File: config.mk
export PLATFORM = sky130hd
export DESIGN_NAME = smmde_exit
export DESIGN_NICKNAME = d
export VERILOG_FILES = /design/src/smmde_pkg.sv /design/src/smmde_exit.sv
export SDC_FILE = /design/constraint.sdc
export NUM_CORES = 1
export LEC_CHECK = 0
export BUFFER_PORTS_ARGS = -buffer_cell sky130_fd_sc_hd__buf_2
export CORE_ASPECT_RATIO = 1.75
export CORE_MARGIN = 10
export CORE_UTILIZATION = 30
export DETAILED_ROUTE_END_ITERATION = 10
export MAX_ROUTING_LAYER = met4
export PLACE_DENSITY = 0.59
export REMOVE_ABC_BUFFERS = 1
export SETUP_SLACK_MARGIN = 0.02
export SLEW_MARGIN = 0
export SYNTH_ARGS = -nofsm -noshare
export SYNTH_HDL_FRONTEND = slang
export SYNTH_SLANG_ARGS = --single-unit
File: constraint.sdc
create_clock -name pclk -period 7.6 [get_ports pclk]
set_input_delay 2.28 -clock pclk [delete_from_list [all_inputs] [get_ports pclk]]
set_output_delay 2.28 -clock pclk [all_outputs]
set_load 0.03 [all_outputs]
File: src/smmde_pkg.sv
// Constants, register map and state types for the management-mode VM exit block.
// Assumes a 32-bit APB master and a core that presents its events as one-cycle pulses.
// Summary of operation
// - Management interrupt under dual treatment or root-mode monitor call outside management mode starts an exit.
// - Root-mode monitor call exits only while the monitor control valid bit is set.
// - With control bit 2 set, virt-off never unblocks management interrupts.
// - Root-mode monitor call exits even under default treatment and activates dual treatment.
// - Virt-off fails while dual-monitor treatment is active.
// - An exiting management interrupt goes straight to the exit, no memory state save.
// - Executive pointer gets current pointer from non-root, root-region pointer from root.
// - Then current pointer loads from transfer pointer; exit data goes there.
// - Exit reason bits 15:0 hold I/O interrupt, other interrupt or monitor call.
// - Exit reason bit 29 set when the exit came from root operation.
// - Bit 28 set only for non-root exit with monitor trap pending; 27:16, 31:30 clear.
// - Qualification bits 2:0 give size: 0 one byte, 1 two, 3 four bytes.
// - Qualification bits 3..6: direction in, string, repeat, immediate operand.
// - Qualification bits 31:16 carry the I/O port number.
// - Qualification bits 15:7 and 63:32 are written as zero.
// - String I/O with usable segment saves start linear address; upper half clear outside 64-bit.
// - I/O exits save count, source, destination and instruction pointer from before the instruction.
// - Every exit saves the management base register.
// - Save-timer control saves the preemption timer; undefined from root or inactive timer.
// - Every exit blocks NMIs and management interrupts; each has its own unblock path.
// - Every exit invalidates translations of VM identifier 0000H for all contexts and tags.
package smmde_pkg;

  localparam int unsigned SMMDE_AW = 8;

  // Register byte offsets.
  localparam logic [7:0] SMMDE_MONCTL = 8'h00;
  localparam logic [7:0] SMMDE_STATUS = 8'h04;
  localparam logic [7:0] SMMDE_REASON = 8'h08;
  localparam logic [7:0] SMMDE_QUAL_LO = 8'h0C;
  localparam logic [7:0] SMMDE_QUAL_HI = 8'h10;
  localparam logic [7:0] SMMDE_LIN_LO = 8'h14;
  localparam logic [7:0] SMMDE_LIN_HI = 8'h18;
  localparam logic [7:0] SMMDE_CNT_LO = 8'h1C;
  localparam logic [7:0] SMMDE_CNT_HI = 8'h20;
  localparam logic [7:0] SMMDE_SRC_LO = 8'h24;
  localparam logic [7:0] SMMDE_SRC_HI = 8'h28;
  localparam logic [7:0] SMMDE_DST_LO = 8'h2C;
  localparam logic [7:0] SMMDE_DST_HI = 8'h30;
  localparam logic [7:0] SMMDE_IP_LO = 8'h34;
  localparam logic [7:0] SMMDE_IP_HI = 8'h38;
  localparam logic [7:0] SMMDE_MBASE = 8'h3C;
  localparam logic [7:0] SMMDE_TIMER = 8'h40;
  localparam logic [7:0] SMMDE_EXEC_LO = 8'h44;
  localparam logic [7:0] SMMDE_EXEC_HI = 8'h48;
  localparam logic [7:0] SMMDE_CUR_LO = 8'h4C;
  localparam logic [7:0] SMMDE_CUR_HI = 8'h50;
  localparam logic [7:0] SMMDE_XFER_LO = 8'h54;
  localparam logic [7:0] SMMDE_XFER_HI = 8'h58;

  // Field positions.
  localparam int unsigned SMMDE_MONCTL_VALID = 0;
  localparam int unsigned SMMDE_MONCTL_KEEP_BLOCK = 2;
  localparam int unsigned SMMDE_REASON_MTF = 28;
  localparam int unsigned SMMDE_REASON_ROOT = 29;
  localparam int unsigned SMMDE_ST_ACTIVE = 0;
  localparam int unsigned SMMDE_ST_MGMT = 1;
  localparam int unsigned SMMDE_ST_SMI_BLK = 2;
  localparam int unsigned SMMDE_ST_NMI_BLK = 3;
  localparam int unsigned SMMDE_ST_BUSY = 4;
  localparam int unsigned SMMDE_ST_PENDING = 5;

  // Access size codes of the I/O qualification.
  localparam logic [2:0] SMMDE_SIZE_1B = 3'h0;
  localparam logic [2:0] SMMDE_SIZE_2B = 3'h1;
  localparam logic [2:0] SMMDE_SIZE_4B = 3'h3;

  localparam logic [15:0] SMMDE_FLUSH_VM_IDENTIFIER = 16'h0000;
  localparam logic [31:0] SMMDE_ZERO32 = 32'h0000_0000;

  typedef enum logic [1:0] {
    SMMDE_IDLE,
    SMMDE_EXEC_PTR,
    SMMDE_CUR_PTR,
    SMMDE_SAVE
  } smmde_state_type;

endpackage : smmde_pkg
File: src/smmde_exit.sv
// Management-mode VM exit sequencer with its APB register file.
// Assumes core events arrive as one-cycle pulses synchronous to pclk and that
// the core holds the I/O snapshot inputs stable from the event until the exit starts, at least a cycle later.
//
// Chosen here: the APB interface to the registers and the register offsets.
`timescale 1ns/1ps
module smmde_exit
  import smmde_pkg::*;
#(
  parameter logic [15:0] REASON_IO_SMI = 16'h0001,
  parameter logic [15:0] REASON_OTHER_SMI = 16'h0002,
  parameter logic [15:0] REASON_CALL = 16'h0003
) (
  input wire logic pclk,
  input wire logic presetn,
  input wire logic pclken,
  input wire logic psel,
  input wire logic penable,
  input wire logic pwrite,
  input wire logic [SMMDE_AW-1:0] paddr,
  input wire logic [31:0] pwdata,
  output logic [31:0] prdata,
  output logic pready,
  output logic pslverr,
  input wire logic mgmt_interrupt,
  input wire logic monitor_call_instr,
  input wire logic virt_off_instr,
  input wire logic resume_from_mgmt_instr,
  input wire logic return_entry,
  input wire logic deactivate_treatment_ctl,
  input wire logic nmi_unblock,
  input wire logic current_ptr_load,
  input wire logic [63:0] current_ptr_value,
  input wire logic in_hw_virtualization,
  input wire logic in_root_op,
  input wire logic monitor_trap_pending,
  input wire logic io_retired,
  input wire logic [2:0] io_width_bytes,
  input wire logic io_dir_in,
  input wire logic io_string,
  input wire logic io_rep,
  input wire logic io_immediate,
  input wire logic [15:0] io_port,
  input wire logic io_segment_usable,
  input wire logic in_64bit_mode,
  input wire logic [63:0] io_linear_addr,
  input wire logic [63:0] io_count_snapshot,
  input wire logic [63:0] io_source_index_snapshot,
  input wire logic [63:0] io_dest_index_snapshot,
  input wire logic [63:0] io_instr_pointer_snapshot,
  input wire logic [63:0] root_region_pointer,
  input wire logic [31:0] management_base_register,
  input wire logic save_timer_ctl,
  input wire logic activate_timer_ctl,
  input wire logic [31:0] preemption_timer,
  output logic management_mode,
  output logic treatment_active,
  output logic mgmt_interrupt_blocked,
  output logic nmi_blocked,
  output logic [63:0] current_struct_ptr,
  output logic exit_done,
  output logic virt_off_fail,
  output logic default_smi_delivery,
  output logic flush_req,
  output logic [15:0] flush_vm_identifier
);

  // ****************************************************************
  // State
  // ****************************************************************
  typedef struct packed {
    smmde_state_type st;
    logic monitor_valid;
    logic keep_block;
    logic active;
    logic mgmt_mode;
    logic smi_pending;
    logic smi_blocked;
    logic nmi_blk;
    logic from_root;
    logic timer_defined;
    logic [31:0] reason;
    logic [63:0] qual;
    logic [63:0] linear;
    logic [63:0] cnt;
    logic [63:0] src;
    logic [63:0] dst;
    logic [63:0] ip;
    logic [31:0] mbase;
    logic [31:0] timer;
    logic [63:0] exec_ptr;
    logic [63:0] cur_ptr;
    logic [63:0] xfer_ptr;
    logic rd_valid;
    logic [31:0] rdata;
    logic done;
    logic off_fail;
    logic dflt;
    logic flush;
  } smmde_regs_type;

  smmde_regs_type s;
  smmde_regs_type n;

  logic apb_hold;
  logic apb_fire;
  logic mapped;
  logic [31:0] rmux;
  logic [2:0] size_code;
  logic call_take;
  logic smi_ready;

  // ****************************************************************
  // Register read decode
  // ****************************************************************
  always_comb begin
    mapped = 1'b1;
    rmux = SMMDE_ZERO32;
    case (paddr)
      SMMDE_MONCTL: begin
        rmux[SMMDE_MONCTL_VALID] = s.monitor_valid;
        rmux[SMMDE_MONCTL_KEEP_BLOCK] = s.keep_block;
      end
      SMMDE_STATUS: begin
        rmux[SMMDE_ST_ACTIVE] = s.active;
        rmux[SMMDE_ST_MGMT] = s.mgmt_mode;
        rmux[SMMDE_ST_SMI_BLK] = s.smi_blocked;
        rmux[SMMDE_ST_NMI_BLK] = s.nmi_blk;
        rmux[SMMDE_ST_BUSY] = (s.st != SMMDE_IDLE);
        rmux[SMMDE_ST_PENDING] = s.smi_pending;
      end
      SMMDE_REASON: rmux = s.reason;
      SMMDE_QUAL_LO: rmux = s.qual[31:0];
      SMMDE_QUAL_HI: rmux = s.qual[63:32];
      SMMDE_LIN_LO: rmux = s.linear[31:0];
      SMMDE_LIN_HI: rmux = s.linear[63:32];
      SMMDE_CNT_LO: rmux = s.cnt[31:0];
      SMMDE_CNT_HI: rmux = s.cnt[63:32];
      SMMDE_SRC_LO: rmux = s.src[31:0];
      SMMDE_SRC_HI: rmux = s.src[63:32];
      SMMDE_DST_LO: rmux = s.dst[31:0];
      SMMDE_DST_HI: rmux = s.dst[63:32];
      SMMDE_IP_LO: rmux = s.ip[31:0];
      SMMDE_IP_HI: rmux = s.ip[63:32];
      SMMDE_MBASE: rmux = s.mbase;
      SMMDE_TIMER: rmux = s.timer;
      SMMDE_EXEC_LO: rmux = s.exec_ptr[31:0];
      SMMDE_EXEC_HI: rmux = s.exec_ptr[63:32];
      SMMDE_CUR_LO: rmux = s.cur_ptr[31:0];
      SMMDE_CUR_HI: rmux = s.cur_ptr[63:32];
      SMMDE_XFER_LO: rmux = s.xfer_ptr[31:0];
      SMMDE_XFER_HI: rmux = s.xfer_ptr[63:32];
      default: mapped = 1'b0;
    endcase
  end

  // ****************************************************************
  // Access size encoding
  // ****************************************************************
  always_comb begin
    case (io_width_bytes)
      3'h2: size_code = SMMDE_SIZE_2B;
      3'h4: size_code = SMMDE_SIZE_4B;
      default: size_code = SMMDE_SIZE_1B;
    endcase
  end

  // Read data is captured in the setup cycle so prdata comes from a flop and
  // a zero-wait answer is still possible; a frozen clock enable stalls pready.
  assign apb_hold = psel && !(penable && s.rd_valid);
  assign apb_fire = psel && penable && s.rd_valid && pclken;

  // A root-mode call needs only the valid bit; the treatment may still be off.
  assign call_take = monitor_call_instr && in_hw_virtualization && in_root_op && !s.mgmt_mode
    && s.monitor_valid && (s.st == SMMDE_IDLE);
  assign smi_ready = s.smi_pending && !s.smi_blocked && !s.mgmt_mode && (s.st == SMMDE_IDLE);

  // ****************************************************************
  // Next state
  // ****************************************************************
  always_comb begin
    n = s;
    n.done = 1'b0;
    n.off_fail = 1'b0;
    n.dflt = 1'b0;
    n.flush = 1'b0;

    n.rd_valid = apb_hold;
    if (apb_hold) begin
      n.rdata = rmux;
    end
    if (apb_fire && pwrite && mapped) begin
      case (paddr)
        SMMDE_MONCTL: begin
          n.monitor_valid = pwdata[SMMDE_MONCTL_VALID];
          n.keep_block = pwdata[SMMDE_MONCTL_KEEP_BLOCK];
        end
        SMMDE_XFER_LO: n.xfer_ptr[31:0] = pwdata;
        SMMDE_XFER_HI: n.xfer_ptr[63:32] = pwdata;
        default: n.xfer_ptr = s.xfer_ptr;
      endcase
    end

    if (nmi_unblock) begin
      n.nmi_blk = 1'b0;
    end
    if (current_ptr_load && (s.st == SMMDE_IDLE)) begin
      n.cur_ptr = current_ptr_value;
    end

    // Virt-off is refused whenever the treatment is active, in or out of management mode.
    if (virt_off_instr && s.active) begin
      n.off_fail = 1'b1;
    end else if (virt_off_instr && !s.mgmt_mode && (s.st == SMMDE_IDLE) && !s.keep_block) begin
      n.smi_blocked = 1'b0;
    end

    // Returning entry leaves management mode and is one unblock path, beside resume and virt-off.
    if (return_entry && s.mgmt_mode && s.active && (s.st == SMMDE_IDLE)) begin
      n.mgmt_mode = 1'b0;
      if (deactivate_treatment_ctl) begin
        // A deactivating entry leaves interrupts blocked; a later virt-off may release them.
        n.active = 1'b0;
      end else begin
        n.smi_blocked = 1'b0;
      end
    end
    if (resume_from_mgmt_instr && s.mgmt_mode && !s.active && (s.st == SMMDE_IDLE)) begin
      n.mgmt_mode = 1'b0;
      n.smi_blocked = 1'b0;
    end

    case (s.st)
      SMMDE_IDLE: begin
        if (call_take || (smi_ready && s.active)) begin
          n.mgmt_mode = 1'b1;
          n.from_root = in_root_op;
          n.st = SMMDE_EXEC_PTR;
          n.reason = SMMDE_ZERO32;
          n.reason[SMMDE_REASON_ROOT] = in_root_op;
          n.reason[SMMDE_REASON_MTF] = !in_root_op && monitor_trap_pending;
          n.timer_defined = !in_root_op && activate_timer_ctl;
          if (call_take) begin
            n.active = 1'b1;
            n.reason[15:0] = REASON_CALL;
          end else begin
            n.smi_pending = 1'b0;
            n.reason[15:0] = io_retired ? REASON_IO_SMI : REASON_OTHER_SMI;
            if (io_retired) begin
              n.qual = {SMMDE_ZERO32, io_port, 9'h000, io_immediate, io_rep, io_string, io_dir_in,
                size_code};
              n.cnt = io_count_snapshot;
              n.src = io_source_index_snapshot;
              n.dst = io_dest_index_snapshot;
              n.ip = io_instr_pointer_snapshot;
              if (io_string && io_segment_usable) begin
                n.linear = in_64bit_mode ? io_linear_addr : {SMMDE_ZERO32, io_linear_addr[31:0]};
              end
            end
          end
        end else if (smi_ready) begin
          // Default treatment: ordinary delivery saves to management memory.
          n.smi_pending = 1'b0;
          n.mgmt_mode = 1'b1;
          n.smi_blocked = 1'b1;
          n.nmi_blk = 1'b1;
          n.dflt = 1'b1;
          n.flush = 1'b1;
        end
      end
      SMMDE_EXEC_PTR: begin
        n.exec_ptr = s.from_root ? root_region_pointer : s.cur_ptr;
        n.st = SMMDE_CUR_PTR;
      end
      SMMDE_CUR_PTR: begin
        n.cur_ptr = s.xfer_ptr;
        n.st = SMMDE_SAVE;
      end
      SMMDE_SAVE: begin
        n.mbase = management_base_register;
        if (save_timer_ctl) begin
          // The undefined case reads back as zero.
          n.timer = s.timer_defined ? preemption_timer : SMMDE_ZERO32;
        end
        n.smi_blocked = 1'b1;
        n.nmi_blk = 1'b1;
        n.flush = 1'b1;
        n.done = 1'b1;
        n.st = SMMDE_IDLE;
      end
      default: n.st = SMMDE_IDLE;
    endcase

    // An arrival in the cycle the pending flag is consumed is kept.
    if (mgmt_interrupt) begin
      n.smi_pending = 1'b1;
    end
  end

  // ****************************************************************
  // State register
  // ****************************************************************
  always_ff @(posedge pclk or negedge presetn) begin
    if (!presetn) begin
      s <= '0;
    end else if (pclken) begin
      s <= n;
    end
  end

  // ****************************************************************
  // Outputs
  // ****************************************************************
  assign prdata = s.rdata;
  assign pready = psel && penable && s.rd_valid && pclken;
  assign pslverr = pready && !mapped;
  assign management_mode = s.mgmt_mode;
  assign treatment_active = s.active;
  assign mgmt_interrupt_blocked = s.smi_blocked;
  assign nmi_blocked = s.nmi_blk;
  assign current_struct_ptr = s.cur_ptr;
  assign exit_done = s.done;
  assign virt_off_fail = s.off_fail;
  assign default_smi_delivery = s.dflt;
  assign flush_req = s.flush;
  assign flush_vm_identifier = SMMDE_FLUSH_VM_IDENTIFIER;

endmodule : smmde_exit

==> impl_metrics.toml <==
[outcome]
status = "completed"

[power_and_ir_drop]
pwr-share-comb = 0.231
finalPower_w = 0.0104
p_per_area_nw_per_um2 = 269
seq_power_share = 0.419
switchingPower_w = 0.00363
clock_power_share = 0.351
power.leakage_nw = 19.1
sw_frac_of_total = 0.348
p_int_w = 0.00681
ir_worst_vdd_uv = 192

[setup_path]
cp.required_ns = 5.32
crit_type = "input port to primary output"
cpPeakStageDelay_ns = 0.43
path_cells = "buf_4, nor3b_4, buf_4, nand2b_1, a21oi_1, o31ai_1, and3_1, buf_2"
critPathArrivalTime_ns = 4.33
timing.rr.start = "s[718]"
worst_setup_path_start_kind = "input port"
worstPathMaxFanout = 11
slowest_stage = "o31ai_1"
worstSetupEndpointType = "primary output"
startpoint = "paddr[6]"
path_common_cell = "buf_4"

[cts]
cts_buffer_depth = 3
clock-sinks = 649
cts_resized = 0
h-tree-depth = 3
clkLatencyLatePin_ns = 0.67
postCtsSetupBuffers = 0
cts_tree = "done"
numCtsBuffers = 68
root_buffer = "clkbuf_16"
clk_pin_slew_ns = 0.07
hold_buffers = 0

[floorplanning]
start_util = 0.303
core-area_sq_um = 106000
rows = 158
dieArea_sq_um = 121000
die_y_microns = 453
die_x_microns = 267
io_pins = 719

[finish]
layout-drive-gt1-share = 0.286
design_area_sq_um = 38800
syn_to_final_growth_pct = 20.8
utilization = 0.365
nets = 4460
n_fill_cell = 11000

[logic_synthesis]
synth.most_common_cell = "nand2_1"
syn_area_per_cell_sq_um = 9.63
synthesis.area_sq_um = 32100
synth.top_cell.area_share = 0.506
yosysWarningCount = 0
synth-edff-count = 0
synthTopCellsByCount = "1060 x nand2_1, 649 x dfrtp_1, 245 x mux2i_1"
ys_ff_latch = 649
syn_inst = 3334
synth_cell_types = 79
synth-seq-area-share = 0.506
synth.area.top_cells = "dfrtp_1 51%, nand2_1 12%, mux2i_1 7.6%"
synth_top_flop_cell = "dfrtp_1"
synth_top_cell_by_area = "dfrtp_1"
async_reset_ff_frac = 1.00

[run]
maxCapViolCount = 0

[grt]
grt_max_degree = 170
grtUsageTotal = 0.282
busiest_layer = "met2"
grt_pass1_wl_mm = 232
grt-ovfl-total = 0
met1_usage = 0.327
grtUsageMet2 = 0.457
grt_pass1_vias = 29600
antenna_found_initial = 45
grt_use_met3 = 0.0555

[placement]
place_hpwl_mm = 123
place.port_buffers = 702
place_area_sq_um = 36300
gp_congestion = 0.889

[route]
drt_iter0_markers = 2797
drt_pass1_iterations = 9
routed_wl_mm = 170
drcViolationCount = 0
wire_per_inst_microns = 32.1
ant_nets = 0
vias = 28300
viasPerCell = 5.33

[timing]
fmax_mhz = 151
report.final.slew_viol_count = 0
worst_pin_slew_ns = 1.16
rsz0062_at_grt = "no"
skew_ns = 0.0332
hold_viol = 0
slew-limit-headroom = 0.226
fin_crit_sh = 0.870
setup_violations = 0
timing.hold.ws_ns = 0.472
period_minus_slack_ns = 6.61

[worst_hold_path]
hold_path.class = "flop to flop"
hp-start = "s[401]"
-- per-layer routing --
metal  wire length [microns]  share of wire  vias up
met1                   66600           0.39    14100
met4                    9350          0.055        0
met5                       0              0        -
met3                   12600          0.074      345
met2                   81600           0.48     1500
li1                        -              -    12400
-- sequential cells by signal, indices dropped and copies added, names as in the netlist --
signal,flops
s,545
exit_done,1
virt_off_fail,1
management_mode,1
mgmt_interrupt_blocked,1
flush_req,1
prdata,32
default_smi_delivery,1
nmi_blocked,1
current_struct_ptr,64
treatment_active,1
-- per-stage QoR --
step                      setup WS [ns]  std cells  TNS, ns
after CTS                          1.06       5267        0
after floorplan                  -0.511       3003   -26.55
after global routing              0.985       5300        0
after global placement             1.03       5148        0
after detailed placement           1.07       5148        0
final                             0.986       5305        0
-- cells in the final DEF (no fill, tap or decap), types with 70 or more instances in the layout --
cell type,n
nand2_1,1058
buf_2,696
dfrtp_1,647
mux2i_1,245
o21ai_0,150
mux2_2,154
buf_4,81
nor2_1,121
clkbuf_16,70
a22oi_1,88
a21oi_1,90
-- final cells by class --
class                      count  area, sq um  share of cell area
antenna                       38         95.1             0.00245
timing repair buffer         785         4250               0.109
clock inverter                27          373             0.00961
clock buffer                  92         1980              0.0512
multi-input combinational   2311        14000               0.361
tap                         1360         1700              0.0439
sequential                   649        16200               0.419
inverter                      43          161             0.00416
-- worst paths after layout --
kind,endpoint,slack (ns),depth (start not counted)
setup reg to reg,s[577],3.83,9
min in group asynchronous,s[330],1.61,1
max in group asynchronous,s[528],4.20,3
setup / recovery,pslverr,0.99,8
hold reg to reg,s[401],0.47,2
hold / removal,s[401],0.47,2
-- kinds of logic (layout without fill, tap and decap cells) --
logic type	Yosys count	in the layout	synth area share
muxes	421	421	0.141
buffers and inverters	389	947	0.0669
DFF	649	649	0.506
AOI/OAI and AO/OA	541	541	0.113
xor gates and xnor gates	1	1	0.000273
adders and majority gates	5	5	0.00195
and+or+nand+nor	1327	1327	0.171
other	1	54	0.000117
-- critical path: cells and delay by family --
family          cells  cell delay, ns
buf+inv             3            0.59
compound gates      2            0.59
simple gates        3            0.84
-- power by group through the flow --
stage | Sequential [W] | Combinational, W | Clock, W
2_1_floorplan | 0.00454 | 0.00105 | 0
3_3_place_gp | 0.00441 | 0.00238 | 0
3_5_place_dp | 0.00442 | 0.00242 | 0
4_1_cts | 0.00436 | 0.00243 | 0.00373
5_1_grt | 0.00441 | 0.00259 | 0.00384
6_report | 0.00437 | 0.00241 | 0.00366
(Power assumes the default switching activity.)
